### src/logic/pwm_defs.svh
// Register offsets, field positions, reset values and counts of the PWM block
`ifndef PWM_DEFS_SVH
`define PWM_DEFS_SVH

// ----------------------------------------------------------------------------
// Register byte offsets
// ----------------------------------------------------------------------------
`define PWM_OFS_PERIOD      8'h00
`define PWM_OFS_DUTY_LOW    8'h04
`define PWM_OFS_CTRL        8'h08
`define PWM_OFS_DUTY_BUF    8'h0c
`define PWM_OFS_TIMER_CTRL  8'h10
`define PWM_OFS_TIMER       8'h14
`define PWM_OFS_STATUS      8'h18

// ----------------------------------------------------------------------------
// Field positions
// ----------------------------------------------------------------------------
`define PWM_CTRL_EN_BIT     0
`define PWM_CTRL_LSB_LO     4
`define PWM_CTRL_LSB_HI     5
`define PWM_TCTRL_PRE_LO    0
`define PWM_TCTRL_PRE_HI    1
`define PWM_TCTRL_ON_BIT    2
`define PWM_TCTRL_POST_LO   3
`define PWM_TCTRL_POST_HI   6
`define PWM_DBUF_LATCH_LO   8
`define PWM_DBUF_LATCH_HI   9

// ----------------------------------------------------------------------------
// Reset values
// ----------------------------------------------------------------------------
`define PWM_RST_PERIOD      8'hff
`define PWM_RST_BYTE        8'h00

// ----------------------------------------------------------------------------
// Prescaler terminal counts (4 sub-steps times ratio 1, 4, 16, 64, minus one)
// ----------------------------------------------------------------------------
`define PWM_PRE_LAST_1      8'h03
`define PWM_PRE_LAST_4      8'h0f
`define PWM_PRE_LAST_16     8'h3f
`define PWM_PRE_LAST_64     8'hff

`endif

### src/logic/pwm_pkg.sv
// Types of the PWM block
package pwm_pkg;

    // ------------------------------------------------------------------------
    // Prescale selection
    // ------------------------------------------------------------------------
    typedef enum logic [1:0] {
        PRE_DIV1,
        PRE_DIV4,
        PRE_DIV16,
        PRE_DIV64
    } prescale_e;

    // ------------------------------------------------------------------------
    // Whole state of the block
    // ------------------------------------------------------------------------
    typedef struct packed {
        logic [7:0]  pre;
        logic [7:0]  period_timer;
        logic [7:0]  period_register;
        logic [7:0]  duty_low_register;
        logic [1:0]  duty_lsb_field;
        logic [7:0]  duty_buffer_register;
        logic [1:0]  duty_latch;
        logic        pwm_en;
        logic        timer_on;
        prescale_e   prescale;
        logic [3:0]  postscale;
        logic        pin;
        logic [31:0] prdata;
    } pwm_state_s;

endpackage : pwm_pkg

### src/logic/timer_based_pwm_output.sv
// Ten-bit PWM generator on an 8-bit period timer, with an APB register slave
// How it works
// - Timer equal to period on an increment: timer clears, new period begins.
// - Pin set at each period boundary, unless the duty value is zero.
// - At each boundary the written duty value is copied into the buffer.
// - The timer postscaler plays no part in the PWM period.
// - Duty is 10 bits: eight high in duty low, two low in control 5:4.
// - Duty may be written anytime; it only applies after the current period.
// - While PWM runs, writes to the duty buffer are ignored.
// - Buffer register plus 2-bit latch (read back at buffer bits 9:8) hold the active compare value.
// - Time base is timer (upper 8 bits) joined with two sub-count bits.
// - At prescale 1:1 the low bits are the clock sub-count.
// - Time base equal to buffered duty drives the pin low.
// - Duty beyond the period length leaves the pin unchanged.
// - Full 10-bit resolution only with period 255.
// - High time equals duty times clock period times prescale ratio.
`timescale 1ns/100ps
`include "pwm_defs.svh"

module timer_based_pwm_output (
    input  wire logic        pclk,
    input  wire logic        presetn,
    input  wire logic        psel,
    input  wire logic        penable,
    input  wire logic        pwrite,
    input  wire logic [7:0]  paddr,
    input  wire logic [31:0] pwdata,
    output logic      [31:0] prdata,
    output logic             pready,
    output logic             pslverr,
    output logic             pwm_output_pin
);

    // ------------------------------------------------------------------------
    // Decode helpers
    // ------------------------------------------------------------------------
    function automatic logic addr_mapped(input logic [7:0] a);
        case (a)
            `PWM_OFS_PERIOD, `PWM_OFS_DUTY_LOW, `PWM_OFS_CTRL, `PWM_OFS_DUTY_BUF,
            `PWM_OFS_TIMER_CTRL, `PWM_OFS_TIMER, `PWM_OFS_STATUS: addr_mapped = 1'b1;
            default: addr_mapped = 1'b0;
        endcase
    endfunction : addr_mapped

    // Prescaler count that ends one timer increment
    function automatic logic [7:0] pre_last(input pwm_pkg::prescale_e p);
        case (p)
            pwm_pkg::PRE_DIV1:  pre_last = `PWM_PRE_LAST_1;
            pwm_pkg::PRE_DIV4:  pre_last = `PWM_PRE_LAST_4;
            pwm_pkg::PRE_DIV16: pre_last = `PWM_PRE_LAST_16;
            default:            pre_last = `PWM_PRE_LAST_64;
        endcase
    endfunction : pre_last

    // Two low time-base bits: the top two bits of the active prescaler span
    function automatic logic [1:0] low_bits(input pwm_pkg::prescale_e p,
                                            input logic [7:0] c);
        case (p)
            pwm_pkg::PRE_DIV1:  low_bits = c[1:0];
            pwm_pkg::PRE_DIV4:  low_bits = c[3:2];
            pwm_pkg::PRE_DIV16: low_bits = c[5:4];
            default:            low_bits = c[7:6];
        endcase
    endfunction : low_bits

    // ------------------------------------------------------------------------
    // State
    // ------------------------------------------------------------------------
    pwm_pkg::pwm_state_s st_reg;
    pwm_pkg::pwm_state_s st_next;

    logic        setup_ph;
    logic        access_ph;
    logic        wr_en;
    logic        tick;
    logic        boundary;
    logic [9:0]  duty_new;
    logic [9:0]  duty_act;
    logic [9:0]  tb_next;
    logic [9:0]  tb_last;

    assign setup_ph  = psel && !penable;
    assign access_ph = psel && penable;
    assign wr_en     = access_ph && pwrite && addr_mapped(paddr);
    assign duty_new  = {st_reg.duty_low_register, st_reg.duty_lsb_field};
    assign duty_act  = {st_reg.duty_buffer_register, st_reg.duty_latch};
    // Postscale never enters here: period depends on prescale, timer, period only
    assign tick      = st_reg.timer_on && (st_reg.pre == pre_last(st_reg.prescale));
    assign boundary  = tick && (st_reg.period_timer == st_reg.period_register);
    assign tb_last   = {st_reg.period_register, 2'b11};

    // Zero-wait slave; read data was captured in the setup cycle
    assign pready         = 1'b1;
    assign pslverr        = access_ph && !addr_mapped(paddr);
    assign prdata         = st_reg.prdata;
    assign pwm_output_pin = st_reg.pin;

    // ------------------------------------------------------------------------
    // Next state
    // ------------------------------------------------------------------------
    always_comb begin
        st_next = st_reg;

        // Timer and prescaler
        if (st_reg.timer_on) begin
            if (tick) begin
                st_next.pre = 8'h00;
                if (boundary) begin
                    st_next.period_timer = 8'h00;
                end else begin
                    st_next.period_timer = st_reg.period_timer + 8'h01;
                end
            end else begin
                st_next.pre = st_reg.pre + 8'h01;
            end
        end

        // Double buffer: only the boundary, or a buffer write while PWM is off, moves a new duty into the compare
        if (boundary) begin
            st_next.duty_buffer_register = st_reg.duty_low_register;
            st_next.duty_latch           = st_reg.duty_lsb_field;
        end

        // Time base seen after this edge, upper timer bits and two sub bits
        tb_next = {st_next.period_timer, low_bits(st_reg.prescale, st_next.pre)};

        // Output pin; each time-base step lasts one clock times the ratio
        if (!st_reg.pwm_en) begin
            st_next.pin = 1'b0;
        end else if (boundary) begin
            st_next.pin = (duty_new != 10'h000);
        end else if (st_reg.timer_on && (tb_next == duty_act)) begin
            // Duty past the period never matches, so the pin just holds
            st_next.pin = 1'b0;
        end

        // Register writes, taken at the access edge
        if (wr_en) begin
            case (paddr)
                `PWM_OFS_PERIOD: begin
                    st_next.period_register = pwdata[7:0];
                end
                `PWM_OFS_DUTY_LOW: begin
                    st_next.duty_low_register = pwdata[7:0];
                end
                `PWM_OFS_CTRL: begin
                    st_next.pwm_en         = pwdata[`PWM_CTRL_EN_BIT];
                    st_next.duty_lsb_field = pwdata[`PWM_CTRL_LSB_HI:`PWM_CTRL_LSB_LO];
                end
                `PWM_OFS_DUTY_BUF: begin
                    // Boundary copy wins; while running the buffer is read-only
                    if (!st_reg.pwm_en && !boundary) begin
                        st_next.duty_buffer_register = pwdata[7:0];
                    end
                end
                `PWM_OFS_TIMER_CTRL: begin
                    st_next.prescale  = pwm_pkg::prescale_e'(
                        pwdata[`PWM_TCTRL_PRE_HI:`PWM_TCTRL_PRE_LO]);
                    st_next.timer_on  = pwdata[`PWM_TCTRL_ON_BIT];
                    st_next.postscale = pwdata[`PWM_TCTRL_POST_HI:`PWM_TCTRL_POST_LO];
                    st_next.pre       = 8'h00;
                end
                `PWM_OFS_TIMER: begin
                    // Software load restarts the sub-count as well
                    st_next.period_timer = pwdata[7:0];
                    st_next.pre          = 8'h00;
                end
                default: begin
                end
            endcase
        end

        // Read data, captured in the setup cycle
        if (setup_ph && !pwrite) begin
            case (paddr)
                `PWM_OFS_PERIOD:     st_next.prdata = {24'h000000, st_reg.period_register};
                `PWM_OFS_DUTY_LOW:   st_next.prdata = {24'h000000, st_reg.duty_low_register};
                `PWM_OFS_CTRL:       st_next.prdata = {26'h0, st_reg.duty_lsb_field,
                                                       3'h0, st_reg.pwm_en};
                `PWM_OFS_DUTY_BUF:   st_next.prdata = {22'h0, st_reg.duty_latch,
                                                       st_reg.duty_buffer_register};
                `PWM_OFS_TIMER_CTRL: st_next.prdata = {25'h0, st_reg.postscale,
                                                       st_reg.timer_on, st_reg.prescale};
                `PWM_OFS_TIMER:      st_next.prdata = {24'h000000, st_reg.period_timer};
                `PWM_OFS_STATUS:     st_next.prdata = {31'h0, st_reg.pin};
                default:             st_next.prdata = 32'h00000000;
            endcase
        end
    end

    // ------------------------------------------------------------------------
    // State register
    // ------------------------------------------------------------------------
    always_ff @(posedge pclk or negedge presetn) begin
        if (!presetn) begin
            st_reg.pre                  <= 8'h00;
            st_reg.period_timer         <= `PWM_RST_BYTE;
            st_reg.period_register      <= `PWM_RST_PERIOD;
            st_reg.duty_low_register    <= `PWM_RST_BYTE;
            st_reg.duty_lsb_field       <= 2'h0;
            st_reg.duty_buffer_register <= `PWM_RST_BYTE;
            st_reg.duty_latch           <= 2'h0;
            st_reg.pwm_en               <= 1'b0;
            st_reg.timer_on             <= 1'b0;
            st_reg.prescale             <= pwm_pkg::PRE_DIV1;
            st_reg.postscale            <= 4'h0;
            st_reg.pin                  <= 1'b0;
            st_reg.prdata               <= 32'h00000000;
        end else begin
            st_reg <= st_next;
        end
    end

    // ------------------------------------------------------------------------
    // Checks
    // ------------------------------------------------------------------------
    logic       tmr_wr;
    logic       buf_wr;
    logic       ctrl_wr;
    logic       low_wr;
    logic       pin_clr;
    logic [1:0] lsb_wd;
    logic [7:0] low_wd;
    logic [9:0] dbuf10;

    assign tmr_wr = wr_en && ((paddr == `PWM_OFS_TIMER) || (paddr == `PWM_OFS_TIMER_CTRL));
    assign buf_wr = wr_en && (paddr == `PWM_OFS_DUTY_BUF);
    assign dbuf10 = duty_act;
    assign ctrl_wr = wr_en && (paddr == `PWM_OFS_CTRL);
    assign low_wr  = wr_en && (paddr == `PWM_OFS_DUTY_LOW);
    assign lsb_wd  = pwdata[`PWM_CTRL_LSB_HI:`PWM_CTRL_LSB_LO];
    assign low_wd  = pwdata[7:0];
    // Every way the pin may fall: disabled, zero-duty boundary, or a compare hit
    assign pin_clr = !st_reg.pwm_en || boundary || (st_reg.timer_on && (tb_next == duty_act));

    property p_wrap;
        @(posedge pclk) disable iff (!presetn)
        (boundary && !tmr_wr) |=> (st_reg.period_timer == 8'h00) && (st_reg.pre == 8'h00);
    endproperty
    a_wrap: assert property (p_wrap) else $error("timer did not clear at period end");

    property p_set;
        @(posedge pclk) disable iff (!presetn)
        (boundary && st_reg.pwm_en && (duty_new != 10'h000) && !wr_en) |=> pwm_output_pin;
    endproperty
    a_set: assert property (p_set) else $error("pin not set at period start");

    property p_zero;
        @(posedge pclk) disable iff (!presetn)
        (boundary && (duty_new == 10'h000)) |=> !pwm_output_pin;
    endproperty
    a_zero: assert property (p_zero) else $error("pin set with zero duty");

    property p_latch;
        @(posedge pclk) disable iff (!presetn)
        boundary |=> (dbuf10 == $past(duty_new));
    endproperty
    a_latch: assert property (p_latch) else $error("duty not copied at boundary");

    property p_hold;
        @(posedge pclk) disable iff (!presetn)
        (st_reg.pwm_en && !boundary) |=> $stable(dbuf10);
    endproperty
    a_hold: assert property (p_hold) else $error("active duty changed mid period");

    property p_readonly;
        @(posedge pclk) disable iff (!presetn)
        (buf_wr && st_reg.pwm_en && !boundary) |=> (dbuf10 == $past(dbuf10));
    endproperty
    a_readonly: assert property (p_readonly) else $error("buffer write took effect");

    property p_clear;
        @(posedge pclk) disable iff (!presetn)
        (st_reg.pwm_en && st_reg.timer_on && !boundary && (tb_next == duty_act))
            |=> !pwm_output_pin;
    endproperty
    a_clear: assert property (p_clear) else $error("pin not cleared on match");

    property p_beyond;
        @(posedge pclk) disable iff (!presetn)
        (st_reg.pwm_en && !boundary && (duty_act > tb_last) && !wr_en)
            |=> (pwm_output_pin == $past(pwm_output_pin));
    endproperty
    a_beyond: assert property (p_beyond) else $error("pin moved with duty past period");

    property p_step;
        @(posedge pclk) disable iff (!presetn)
        (!tick && !tmr_wr) |=> $stable(st_reg.period_timer);
    endproperty
    a_step: assert property (p_step) else $error("timer moved between increments");

    property p_div1;
        @(posedge pclk) disable iff (!presetn)
        (st_reg.timer_on && (st_reg.prescale == pwm_pkg::PRE_DIV1) && !tmr_wr
            && (st_reg.pre == 8'h00)) |=> ##2 (tick || $past(tmr_wr) || $past(tmr_wr, 2));
    endproperty
    a_div1: assert property (p_div1) else $error("1:1 sub-count not four clocks");

    // ------------------------------------------------------------------------
    // Timer, duty field and pin edge checks
    // ------------------------------------------------------------------------
    property p_count;
        @(posedge pclk) disable iff (!presetn)
        (st_reg.timer_on && !tick && !tmr_wr)
            |=> (st_reg.pre == $past(st_reg.pre) + 8'h01);
    endproperty
    a_count: assert property (p_count) else $error("prescaler skipped a clock");

    property p_advance;
        @(posedge pclk) disable iff (!presetn)
        (tick && !boundary && !tmr_wr)
            |=> (st_reg.period_timer == $past(st_reg.period_timer) + 8'h01);
    endproperty
    a_advance: assert property (p_advance) else $error("timer did not step once");

    property p_frozen;
        @(posedge pclk) disable iff (!presetn)
        (!st_reg.timer_on && !tmr_wr)
            |=> ($stable(st_reg.pre) && $stable(st_reg.period_timer));
    endproperty
    a_frozen: assert property (p_frozen) else $error("stopped timer moved");

    property p_lsb;
        @(posedge pclk) disable iff (!presetn)
        ctrl_wr |=> (st_reg.duty_lsb_field == $past(lsb_wd));
    endproperty
    a_lsb: assert property (p_lsb) else $error("duty low bits not taken");

    property p_low;
        @(posedge pclk) disable iff (!presetn)
        low_wr |=> (st_reg.duty_low_register == $past(low_wd));
    endproperty
    a_low: assert property (p_low) else $error("duty high bits not taken");

    property p_apply;
        @(posedge pclk) disable iff (!presetn)
        (!boundary && !buf_wr) |=> $stable(dbuf10);
    endproperty
    a_apply: assert property (p_apply) else $error("compare value moved off boundary");

    property p_rise;
        @(posedge pclk) disable iff (!presetn)
        $rose(pwm_output_pin) |-> $past(boundary);
    endproperty
    a_rise: assert property (p_rise) else $error("pin rose off boundary");

    property p_off;
        @(posedge pclk) disable iff (!presetn)
        !st_reg.pwm_en |=> !pwm_output_pin;
    endproperty
    a_off: assert property (p_off) else $error("pin high while disabled");

    property p_fall;
        @(posedge pclk) disable iff (!presetn)
        $fell(pwm_output_pin) |-> $past(pin_clr);
    endproperty
    a_fall: assert property (p_fall) else $error("pin fell without a match");

endmodule : timer_based_pwm_output

### config.mk
export PLATFORM = sky130hd
export DESIGN_NAME = timer_based_pwm_output
export DESIGN_NICKNAME = d
export VERILOG_FILES = /design/src/logic/pwm_pkg.sv /design/src/logic/timer_based_pwm_output.sv
export VERILOG_INCLUDE_DIRS = /design/src /design/src/logic
export SDC_FILE = /design/constraint.sdc
export NUM_CORES = 1
export LEC_CHECK = 0
export BUFFER_PORTS_ARGS = -buffer_cell sky130_fd_sc_hd__buf_2
export CORE_UTILIZATION = 35
export DETAILED_ROUTE_END_ITERATION = 10
export REMOVE_ABC_BUFFERS = 1
export SETUP_SLACK_MARGIN = 0.15
export SLEW_MARGIN = 20
export SYNTH_ARGS = -nofsm -noshare
export SYNTH_HDL_FRONTEND = slang
export SYNTH_SLANG_ARGS = --single-unit
### constraint.sdc
create_clock -name pclk -period 3.6 [get_ports pclk]
set_input_delay 0.36 -clock pclk [delete_from_list [all_inputs] [get_ports pclk]]
set_output_delay 0.36 -clock pclk [all_outputs]
set_load 0.03 [all_outputs]
* After elaboration in Yosys (flattened, before gate mapping) *
Index checks and enable logic that the tools add are counted.

storage, ports and cells
  input bits = 45
  register bits after elaboration = 85

operators by class
  reduce and logical (&&, ||, !) cells = 24
  muxes and demuxes = 20
  equal/unequal tests = 12
  $add $sub $neg = 2

operators by type and width
  kind                                                                   number
  8-bit two-way mux                                                      9
  10-bit case mux with 7 select lines                                    1
  42-bit two-way mux                                                     1
  8-bit by 5-bit equality test with 1-bit output, second input constant  3
  8-bit case mux with 3 select lines                                     1
  8-bit by 1-bit adder with 8-bit output, second input constant          2
  8-bit by 4-bit equality test with 1-bit output, second input constant  2
  8-bit equality test                                                    2
  16-bit two-way mux                                                     1
  10-bit equality test                                                   1
  1-bit logical AND                                                      10
  10-bit two-way mux                                                     1
  10-bit nonzero test                                                    1
  8-bit by 3-bit equality test with 1-bit output, second input constant  1
  8-bit zero test                                                        1
  2-bit AND reduction                                                    4
  7-bit OR reduction                                                     1
  2-bit case mux with 3 select lines                                     1
  1-bit zero test                                                        5
  1-bit two-way mux                                                      4
  3-bit by 1-bit != test with 1-bit output, second input constant        1
  2-bit by 1-bit equality test with 1-bit output, second input constant  1
  2-bit equality test, second input constant                             1
  2-bit zero test                                                        1
  other kinds (2)                                                        2

* Longest topological paths before layout *
Gate-level depths: netlist (run 1).

  depth in word-level cells = 14
  gate-level depth with buffers = 10
  gate-level depth less buffers = 9

* Worst setup path before layout (run 1) *
OpenSTA, ideal clock, no wires.

  path kind = reg2reg
  start = register st_reg[79] (netlist name)
  end = register st_reg (netlist bit pwm_output_pin)
  clock period less this slack = 2709 ps
  required time = 3457 ps
  arrival time = 2566 ps
  setup time = 143 ps
  cell stages (with the launch flop) = 10
  slack = 891 ps
  cell sequence = dfrtp_1 -> buf_6 -> or4_4 -> a221oi_2 -> o21ai_2 -> or2_2 -> o31ai_1 -> xor2_1 -> o41ai_1 -> o211ai_1

on the way
  longest elaborated chain between the ends = 9

RTL lines
  what                                                                            RTL line                       source
  start: declaration                                                              timer_based_pwm_output.sv:69   pwm_pkg::pwm_state_s st_reg;
  start signal: assignment                                                        timer_based_pwm_output.sv:210  st_reg <= st_next;
  branches (longest 9 deep; another with 8-bit by 1-bit adder with 8-bit output)  n/a

Parallel ways; which one is timed is not known.
A chain may end at the register's enable or synchronous reset.

* Worst setup path in the final report (run 1) *
  start = register st_reg[37] (netlist name)
  end = register st_reg (netlist bit pwm_output_pin)

on the way
  longest elaborated chain between the ends = 11

RTL lines
  what                                                RTL line                                                    source
  2-bit equality test, or another cell as far along   timer_based_pwm_output.sv:47, timer_based_pwm_output.sv:58
  8-bit case mux with 3 select lines                  timer_based_pwm_output.sv:47                                case (p)
  8-bit equality test                                 timer_based_pwm_output.sv:88                                assign tick = st_reg.timer_on && (st_reg.pre == pre_last(st_reg.prescale));
  1-bit logical AND                                   timer_based_pwm_output.sv:88
  1-bit logical AND                                   timer_based_pwm_output.sv:89                                assign boundary = tick && (st_reg.period_timer == st_reg.period_register);
  8-bit two-way mux                                   timer_based_pwm_output.sv:108                               if (boundary) begin
  8-bit two-way mux                                   timer_based_pwm_output.sv:106                               if (tick) begin
  16-bit two-way mux                                  timer_based_pwm_output.sv:105                               if (st_reg.timer_on) begin
  10-bit equality test                                n/a
  1-bit logical AND                                   n/a
  3-bit by 1-bit != test with 1-bit output (no line)  n/a

Several ways; a longest one is shown, not always the timed one.

==> impl_summary.md, run 1 <==
Route
The number of nets with antenna violations after routing is 0. The detail-routed net length per standard cell is 16.52 um. The total DRC errors in the routed layout is 0.

The vias per cell is 5.264. Summing over every cut layer, the via total after detailed routing is 2890. Wires add up to 9072 um.

The detailed router finished its first iteration with 187 violations. The first-pass detailed-route iteration total is 4.

Floorplan
The top-level port count is 80. The initialized floorplan defines 37 standard-cell rows. The area of the placeable core is 10460 um^2.

Measured along the y axis, the die boundary spans 106.7 um. For this configuration, the core starts out at a cell density of 36.64%. The die extent in x is 106.7 um. The floorplan die area is 11380 um^2.

GRT
Entering global routing, the biggest net connects 36 pins. The via count of the first global-routing pass is 2700. The sum of overflow across all layers after global routing is 0. The global router's overall resource usage is 17.28%. The first global-routing pass estimated 14810 um of wire. The number of antenna violations at the first check in global routing is 0.

Timing
The max-slew violation count is 0. The final total negative setup slack is 0 ns. The clock tree skew after final layout is 0.01156 ns. Setup violations remaining at the end of the flow were counted as 0. The ratio of final minimum period to clock period is 85.14%. Setup repair after global routing left no endpoint under its margin. The time the worst path needs with I/O delays and setup is 3.065 ns. The actual slew at the worst max-slew pin is 0.8262 ns.

The maximum clock frequency is 326.2 MHz. Measured against its own limit, the worst slew margin works out to 44.50%. The count of endpoints failing hold in the final timing report is 0.

On the final layout, the worst hold slack is 0.04405 ns.

Synthesis
The synthesized area per cell is 9.958 um^2. Counting flops and latches in the post-synthesis netlist gives 63. Counting distinct cell types in the post-synthesis netlist gives 52. Of all flip-flops after synthesis, the portion carrying an async set or reset was 100.0%. The number of synthesized flops with an enable pin is 0. The number of instances in the synthesized netlist is 385. The post-synthesis instance area is 3834 um^2. The sequential cell area fraction in the yosys report is 41.38%. During synthesis, Yosys emitted a total of 0 warnings.

The commonest register cell after synthesis is sky130_fd_sc_hd__dfrtp_1.

Run status
The run finished with clean final reports.

Clocking
For the worst-skew pair, the clock arrives at the later sink with an insertion delay of 0.35 ns. The TritonCTS clock tree is yes. Once the clock tree was built, the resizer swapped 0 gates to a different size.

Clock-pin slew was measured on the worst setup and hold paths at 0.07 ns. The hold-fix buffer count after cts is 0. The tree is rooted in a sky130_fd_sc_hd__clkbuf_8.

After clock tree synthesis, the setup repair step added 0 buffers. The largest buffer count on any clock path is 2. The H-tree level count is 3. The count of clock tree sinks is 63. TritonCTS created 9 clock buffers.

Finish
The number of nets in the layout is 455. After the flow finishes, the layout carries non-filler instances totaling 549. The register with the most flip-flops in the layout has 32 of them. The final-layout fill cell count is 1024. 0 antenna diodes ended up in the layout.

Relative to the synthesized area, the layout overhead comes to 9.073%. The post-route netlist has 26.63% of its cells at a drive strength greater than 1.

Power
Of the total power, combinational logic draws 12.5%. The sum of internal, switching and leakage power is 1.593 mW. The clock network accounts for 40.0% of the total power. The fraction of power spent switching nets is 27.45%. The internal power of the cells totals 1.156 mW. Registers are responsible for 47.5% of the overall power. In this run the power spent charging and discharging nets is 0.4371 mW. The analysis attributes to cell leakage a power of 1.951 nW. The total power density per cell area is 380.9 nW/um^2. Across the VDD grid, the largest voltage drop is 0.1727 mV.

Hold path
The worst min-delay path category is in -> async.

Critical path
For the worst setup path, the data arrival time is 3.27 ns. The delay of the slowest cell on the worst path is 0.56 ns. The worst setup path is launched from a register. The worst setup path is captured at a register.

The critical path goes through or4_4, a221oi_2, o21ai_2, buf_4, nor4_1, or3b_2, nand4_1, o41ai_1, o211ai_1. STA puts the critical path data required time at 3.81 ns. The slowest stage of the critical path is the sky130_fd_sc_hd__or4_4 cell. In this run the worst path has a maximum fanout of 12. The worst setup path category is reg -> reg.

Placed design
The final HPWL from detailed placement is 6453 um. The number of I/O port buffers is 32. The final estimated routing congestion in global placement is 0.8135. The number of placed instances, taps included is 533.

Flow run
Across the run, the number of max-cap violations was 0.
[cells by family (layout without fill, tap and decap cells)]
group | after synthesis | count (layout) | synth area share, %
simple gates | 141 | 141 | 17.72
other cells | 2 | 23 | 0.1959
flops | 63 | 63 | 41.38
fa+ha+maj | 2 | 2 | 0.6526
buf+inv | 49 | 56 | 8.420
xor+xnor | 21 | 21 | 4.798
mux | 52 | 52 | 16.81
compound gates | 55 | 55 | 10.02
[routing by layer]
metal,global-route usage (%),vias up,share of wire [%]
met2,26.22,99,47
met4,6.262,0,1.7
li1,-,1370,-
met5,0,-,0
met1,23.94,1408,46
met3,4.073,13,6.1
[power groups by stage]
stage	registers, mW	logic, mW	clock network, mW
after floorplan	0.778	0.114	0
after global placement	0.767	0.198	0
after detailed placement	0.769	0.199	0
after CTS	0.756	0.200	0.653
after global routing	0.760	0.221	0.686
final	0.756	0.200	0.637
[per-stage QoR]
stage	setup WS, ns	util, %	cell area (um^2)
after floorplan	0.7136	-	3590
after global placement	0.6209	38.04	3980
after detailed placement	0.5357	38.04	3980
after CTS	0.5276	39.97	4182
after global routing	0.3283	39.97	4182
final	0.5349	39.97	4182
[final cells by class]
cell class	count	area, um^2	share of cell area, %
Clock buffer	13	158.9	3.800
Sequential cell	63	1587	37.94
Multi-Input combinational cell	294	2003	47.91
Tap cell	136	170.2	4.069
Clock inverter	3	42.54	1.017
Timing Repair Buffer	40	220.2	5.266
[critical path: cells and delay by family (launching register included)]
family,cells,cell delay (ns)
AOI/OAI and AO/OA,4,0.93
buffers and inverters,1,0.22
DFF,1,0.50
and+or+nand+nor,4,1.28
[synthesized netlist by cell type, types with 5 or more instances]
cell type / n / area (um^2)
sky130_fd_sc_hd__a21oi_1: 15 / 75.07
sky130_fd_sc_hd__a221oi_1: 5 / 43.79
sky130_fd_sc_hd__buf_4: 34 / 255.2
sky130_fd_sc_hd__clkbuf_1: 10 / 37.54
sky130_fd_sc_hd__dfrtp_1: 55 / 1376
sky130_fd_sc_hd__dfstp_2: 8 / 210.2
sky130_fd_sc_hd__mux2_2: 29 / 326.6
sky130_fd_sc_hd__mux2i_1: 16 / 160.2
sky130_fd_sc_hd__mux4_2: 7 / 157.7
sky130_fd_sc_hd__nand2_1: 26 / 97.59
sky130_fd_sc_hd__nand3_1: 11 / 55.05
sky130_fd_sc_hd__nor2_1: 55 / 206.5
sky130_fd_sc_hd__nor3_1: 12 / 60.06
sky130_fd_sc_hd__o21ai_0: 12 / 60.06
sky130_fd_sc_hd__xnor2_1: 6 / 52.55
sky130_fd_sc_hd__xor2_1: 15 / 131.4
[placed cells by master (no fill, tap or decap), drive strengths merged, types with 5 or more instances in the layout]
cell,n
xnor2,6
clkbuf,13
nor2,55
dfstp,8
mux2i,16
nor3,12
nand2,26
o21ai,13
mux2,29
dfrtp,55
a221oi,7
a21oi,15
xor2,15
nand3,11
mux4,7
conb,23
and2,5
buf,40
[path summary, 6_finish.rpt]
path	endpoint	startpoint	slack, ns	cells after the start
max reg2reg	pwm_output_pin	st_reg[37]	0.53	9
min reg2reg	prdata[9]	prdata[9]	0.46	2
min in group pclk	duty_new[9]	pwdata[7]	0.30	2
min	st_reg[82]	presetn	0.04	1
max	pwm_output_pin	st_reg[37]	0.53	9
max in group asynchronous	st_reg[67]	presetn	2.61	2
(Power assumes the default switching activity.)
==> run 2: changes to the inputs <==
- CORE_MARGIN: unset -> 10
==> run 2 against run 1 <==
Effect of this change:
- combinational power about the same
- clock power fell by 12%
- highest routed layer unchanged
- non-clock buffer count grew 1
- first-iteration DRC count grew 17%
- global-route usage fell by 4.6 points
- sequential power about the same
- via count is 0.42% higher
- worst setup slack improved by 0.073 ns
- largest cell class unchanged
- core utilization shrank 1.4 points
==> impl_summary.md, run 2 (synthesized netlist as in run 1, its figures left out) <==
Run status
The run finished with clean final reports.

Floorplan
The area of the placeable core is 10790 um^2. 80 I/O pins were placed. For this configuration, the core starts out at a cell density of 35.52%. After floorplanning, the core was divided into 38 placement rows. The die extent in x is 124.7 um. The floorplan die area is 15540 um^2. The die is 124.7 um tall.

Clocking
The H-tree was split into 3 levels. The hold-fix buffer count after cts is 0. TritonCTS built the clock tree.

After clock tree synthesis, the clock-pin slew on the worst setup and hold paths is 0.07 ns. At the later pin of the worst-skew pair, clock insertion delay measures 0.34 ns. The tree is rooted in a sky130_fd_sc_hd__clkbuf_8. The number of clock buffers added by TritonCTS is 9.

The setup fix buffers added after clock tree synthesis is 0. The count of clock tree sinks is 63. The largest buffer count on any clock path is 2.

Gates resized during post-CTS repair numbered 0.

Route
After the first detailed-routing iteration, the DRC count stood at 219. Across all layers, the routed design uses 2902 vias. The detail route stage leaves a number of antenna-violating nets equal to 0.

After detailed routing, the number of vias per cell comes to 5.238. For this run, design rule violations remaining after detail routing come to 0. The detail-routed net length per standard cell is 17.44 um. The first-pass detailed-route iteration total is 4. The detailed-route wire length is 9659 um.

Timing
The count of endpoints failing hold in the final timing report came to 0. The clock tree skew after final layout is 0.007532 ns. The ratio of final minimum period to clock period is 83.10%. For the pin with the worst max-slew slack, the measured transition is 0.8774 ns. The final count of negative-setup-slack endpoints is 0. The final total negative setup slack is 0 ns.

The max-slew violation count was 0. The time the worst path needs with I/O delays and setup is 2.992 ns. The maximum clock frequency is 334.3 MHz. Setup repair after global routing left no endpoint under its margin. The relative slew slack is 41.51%.

The worst hold margin is 0.1372 ns.

Critical path
For the worst setup path, the data arrival time is 3.20 ns. The required time of the critical path is 3.80 ns. The worst-path maximum fanout is 12. The worst setup path is launched from a register.

The worst setup path is of the reg -> reg kind. The endpoint type of the worst setup path is a register.

Finish
The number of flip-flops under the largest register name is 32. In the layout the commonest cells are sky130_fd_sc_hd__nor2_1, sky130_fd_sc_hd__dfrtp_1, sky130_fd_sc_hd__buf_2, sky130_fd_sc_hd__mux2_2, sky130_fd_sc_hd__nand2_1. The count of antenna diodes in the layout is 0.

The final-layout fill cell count is 1100. Compared with the post-synthesis result, the final layout area differs by 8.714%. The sequential cell area is 1587 um^2. The number of nets in the layout is 456. The area used by multi-input combinational logic is 2003 um^2. The ratio of cells with drive above 1 in the final layout is 27.05%. The final instance area is 4168 um^2.

Flow run
Max-cap violations in this run came to 0.

GRT
The first global-routing pass estimated 16190 um of wire. The via count of the first global-routing pass is 3006. Across every metal layer, demand over resource in global routing totals 12.71%. The number of antenna violations at the first check in global routing was 0.

Entering global routing, the biggest net connects 39 pins. The sum of overflow across all layers after global routing is 0.

Power
In this run the static leakage power is 1.953 nW. The total power density per cell area is 364.1 nW/um^2. IR analysis of the VDD net gives a maximum drop of 0.1604 mV.

Hold path
The min-delay analysis places its worst path in the category in -> async.

Placed design
The number of I/O port buffers is 32. Summing all placed instances gives a cell area of 3993 um^2. Once detailed placement completed, the half-perimeter wirelength came to 7109 um. Routability-driven placement finished with a final weighted congestion of 0.8845.
-- run 2: changes by cell type in the layout (fill, tap and decap cells not counted), sizes merged --
cell / delta
bufinv: -1
clkinv: +3
clkinvlp: -1
clkbuf: -1
buf: +1
-- run 2: report_power, final --
| group | internal, mW | leakage [nW] | total, mW | switching (mW) |
|---|---|---|---|---|
| clock network | 0.283 | 0.0959 | 0.559 | 0.276 |
| logic | 0.0676 | 1.08 | 0.202 | 0.134 |
| registers | 0.732 | 0.774 | 0.757 | 0.0256 |
| total | 1.08 | 1.95 | 1.52 | 0.435 |
-- run 2: layer usage --
metal,track usage [%],part of all wire (%),up-vias
li1,-,-,1372
met1,16.96,47,1416
met2,18.80,44,104
met3,4.383,8.3,10
met4,4.044,0.92,0
met5,0,0,-
-- run 2: critical path, cell delays in order (launching register included) --
cell and delay [ns]:
sky130_fd_sc_hd__dfrtp_1 0.50, sky130_fd_sc_hd__or4_4 0.55, sky130_fd_sc_hd__a221oi_2 0.31, sky130_fd_sc_hd__o21ai_2 0.17, sky130_fd_sc_hd__buf_4 0.22, sky130_fd_sc_hd__nor4_1 0.42, sky130_fd_sc_hd__or3b_2 0.21, sky130_fd_sc_hd__nand4_1 0.10
sky130_fd_sc_hd__o41ai_1 0.26, sky130_fd_sc_hd__o211ai_1 0.13
-- run 2: through the flow --
stage               total power, mW  util [%]  worst slack (ns)  cells
global placement             0.9685     36.99            0.6587    538
CTS                           1.532     38.62            0.6117    554
global route                  1.593     38.62            0.3582    554
finish                        1.517     38.62            0.6083    554
floorplan                    0.8918         -            0.7136    357
detailed placement           0.9712     36.99            0.6137    538
-- run 2: worst paths after layout --
path | start | to | slack (ns) | depth (start not counted)
worst min register to register | prdata[9] | prdata[9] | 0.46 | 2
worst max-delay path | st_reg[37] | pwm_output_pin | 0.61 | 9
worst min-delay path | presetn | st_reg[79] | 0.14 | 1
worst max register to register | st_reg[37] | pwm_output_pin | 0.61 | 9
max in group asynchronous | presetn | st_reg[65] | 2.56 | 2
min in group pclk | pwdata[7] | duty_new[9] | 0.30 | 2
-- run 2: layout make-up --
class	instances	area share, %
Timing Repair Buffer	41	5.464
Sequential cell	63	38.07
Clock buffer	12	3.723
Multi-Input combinational cell	294	48.06
Tap cell	140	4.203
Clock inverter	4	0.4803
==> run 3: changes to the inputs <==
- clock period: 3.6 -> 2.8 ns (I/O delays scaled with it)
==> run 3 against run 2 <==
Effect of this change:
- global-route usage decreased by 0.29 points
- worst setup slack got worse by 0.46 ns
- total power increased by 30%
- cell count increased by 2.7%
- largest cell class unchanged
- first-iteration DRC count decreased by 15%
- worst hold slack improved by 0.099 ns
- sequential cell count unchanged
- critical path type unchanged
- wire length increased by 1.2%
- register-to-register slack got worse by 0.46 ns
- combinational power increased by 38%
==> impl_summary.md, run 3 (synthesized netlist as in run 1, its figures left out) <==
Run status
The run finished with clean final reports.

GRT
The number of antenna violations at the first check in global routing came to 0. The first-pass GRT wire length is 15710 um. Entering global routing, the biggest net connects 55 pins. Global routing used 12.43% of the available tracks across all layers.

The via count of the first global-routing pass was 2974. The total overflow left after global routing is 0.

Floorplan
Once the floorplan was initialized, standard cells occupied 35.52% of the core. The floorplan die area is 15540 um^2. The die is 124.7 um tall. The top-level port count is 80. The number of rows created at floorplan is 38.

Measured along the x axis, the die boundary spans 124.7 um. The area of the placeable core is 10790 um^2.

Hold path
The worst hold path begins at pwdata[7]. The worst hold path belongs to the class in -> reg.

Finish
The number of flip-flops under the largest register name is 32. The count of placed standard cells in the final layout, fillers left out is 569. The repair_antennas step left the layout with diodes totalling 0. The library cells used most frequently in the layout, excluding fill and tap cells, are sky130_fd_sc_hd__nor2_1, sky130_fd_sc_hd__dfrtp_1, sky130_fd_sc_hd__buf_2, sky130_fd_sc_hd__mux2_2, sky130_fd_sc_hd__nand2_1.

The synthesis-to-layout area growth is 13.38%. The ratio of cells with drive above 1 in the final layout is 30.54%. The post-route core utilization is 40.27%. The number of nets in the layout is 472.

Timing
The final total negative setup slack is 0 ns. In this run the tightest slew margin relative to its limit is 53.87%. Setup violations remaining at the end of the flow were counted as 0. The maximum clock frequency is 377.3 MHz.

The count of endpoints failing hold in the final timing report is 0. Setup slack on the critical path of the routed design comes to 0.1494 ns. The ratio of final minimum period to clock period is 94.67%.

After layout, the minimum clock period comes to 2.651 ns. Setup repair after global routing could not meet its margin everywhere. The actual slew at the worst max-slew pin is 0.6920 ns. For the final database, setup skew stands at 0.01096 ns. The max-slew violation count was 0.

Clocking
The H-tree level count is 3. After clock tree synthesis, the clock-pin slew on the worst setup and hold paths is 0.07 ns. The cell chosen for the clock root is sky130_fd_sc_hd__clkbuf_8. The clock passes through at most 2 buffers. In this run, CTS created clock tree buffers numbering 9. The clock latency reported for the late side of the worst-skew pair is 0.34 ns. The count of clock tree sinks is 63.

TritonCTS built the clock tree.

Placed design
The final HPWL from detailed placement is 7209 um. The post-place setup slack is 0.05400 ns. The congestion estimate from routability-driven global placement came to 0.8736. The number of I/O port buffers is 32. The number of placed instances, taps included is 553.

Critical path
The delay of the slowest cell on the worst path is 0.55 ns. The worst setup path startpoint is st_reg[38]. For this design, the slowest cell found on the critical path is sky130_fd_sc_hd__or4_4. Data on the critical path is required at its endpoint by 3.01 ns. STA classifies the critical path startpoint as a register. The worst setup path category is reg -> reg. The endpoint type of the worst setup path is a register.

The worst-path maximum fanout is 12. Traced cell by cell, the critical path runs through or4_4, a221oi_4, o21ai_2, buf_4, nor4_1, or3b_2, nand4_1, o41ai_1, o211ai_1. The origin of the critical flop-to-flop path is st_reg[38]. For the worst setup path, the data arrival time is 2.86 ns.

Power
For this design the static power due to leakage is 2.035 nW. For this design the ratio of total power to cell area is 453.8 nW/um^2. Across the VDD grid, the largest voltage drop is 0.2398 mV.

Route
In the routed design, unresolved DRC markers number 0. The first-pass detailed-route iteration total is 4. In the final routed layout, each cell accounts on average for 17.17 um. The detailed-route wire length is 9772 um. The vias per cell is 5.128.

The DRC violation total after the first TritonRoute iteration is 187. The number of nets with antenna violations after routing is 0. The routed layout has 2918 vias.

Flow run
The max-cap violation count is 0.
==> run 3: layer usage <==
metal / wire length (um) / up-vias / global-route usage (%)
li1: - / 1397 / -
met1: 4393 / 1415 / 16.26
met2: 4425 / 95 / 18.58
met3: 832 / 11 / 3.872
met4: 121 / 0 / 5.003
met5: 0 / - / 0
==> run 3: worst max-delay path, delay by kind of cell, from the launching register on <==
family | cells | cell delay (ns)
and+or+nand+nor | 4 | 1.16
AOI/OAI and AO/OA | 4 | 0.78
buffers and inverters | 1 | 0.21
DFF | 1 | 0.38
==> run 3: area by class of cell <==
type,count,area [um^2]
Fill cell,1069,6446
Tap cell,140,175.2
Clock buffer,14,172.7
Timing Repair Buffer,57,350.3
Sequential cell,63,1587
Clock inverter,1,5.005
Multi-Input combinational cell,294,2057
==> run 3: power breakdown <==
group / switching [mW] / internal, mW / total (mW)
combinational: 0.184 / 0.0945 / 0.279
clock: 0.338 / 0.389 / 0.727
sequential: 0.0260 / 0.941 / 0.967
total: 0.548 / 1.42 / 1.97
==> run 3: stage by stage <==
| stage | hold WS (ns) | total power, mW | instance area, um^2 |
|---|---|---|---|
| floorplan | -0.01559 | 1.147 | 3590 |
| global placement | 0.1617 | 1.248 | 4105 |
| detailed placement | 0.1634 | 1.255 | 4105 |
| CTS | 0.2291 | 1.979 | 4325 |
| global route | 0.2390 | 2.054 | 4347 |
| finish | 0.2363 | 1.972 | 4347 |
==> run 3: timing repair <==
action / in CTS / in global routing
hold buffers: 1 / 0
endpoints found under the setup margin: 1 / 1
setup buffers: 0 / 0
resized for setup: 8 / 3
pin swaps: 1 / 0
hold endpoints to repair: 9 / 0
==> run 3: final timing paths <==
kind	endpoint	slack [ns]	cells past startpoint
max in group asynchronous	st_reg[75]	1.50	3
hold / removal	duty_new[9]	0.24	2
setup / recovery	pwm_output_pin	0.15	9
min in group asynchronous	st_reg[83]	0.34	2
hold reg to reg	prdata[8]	0.47	2
setup reg to reg	pwm_output_pin	0.15	9
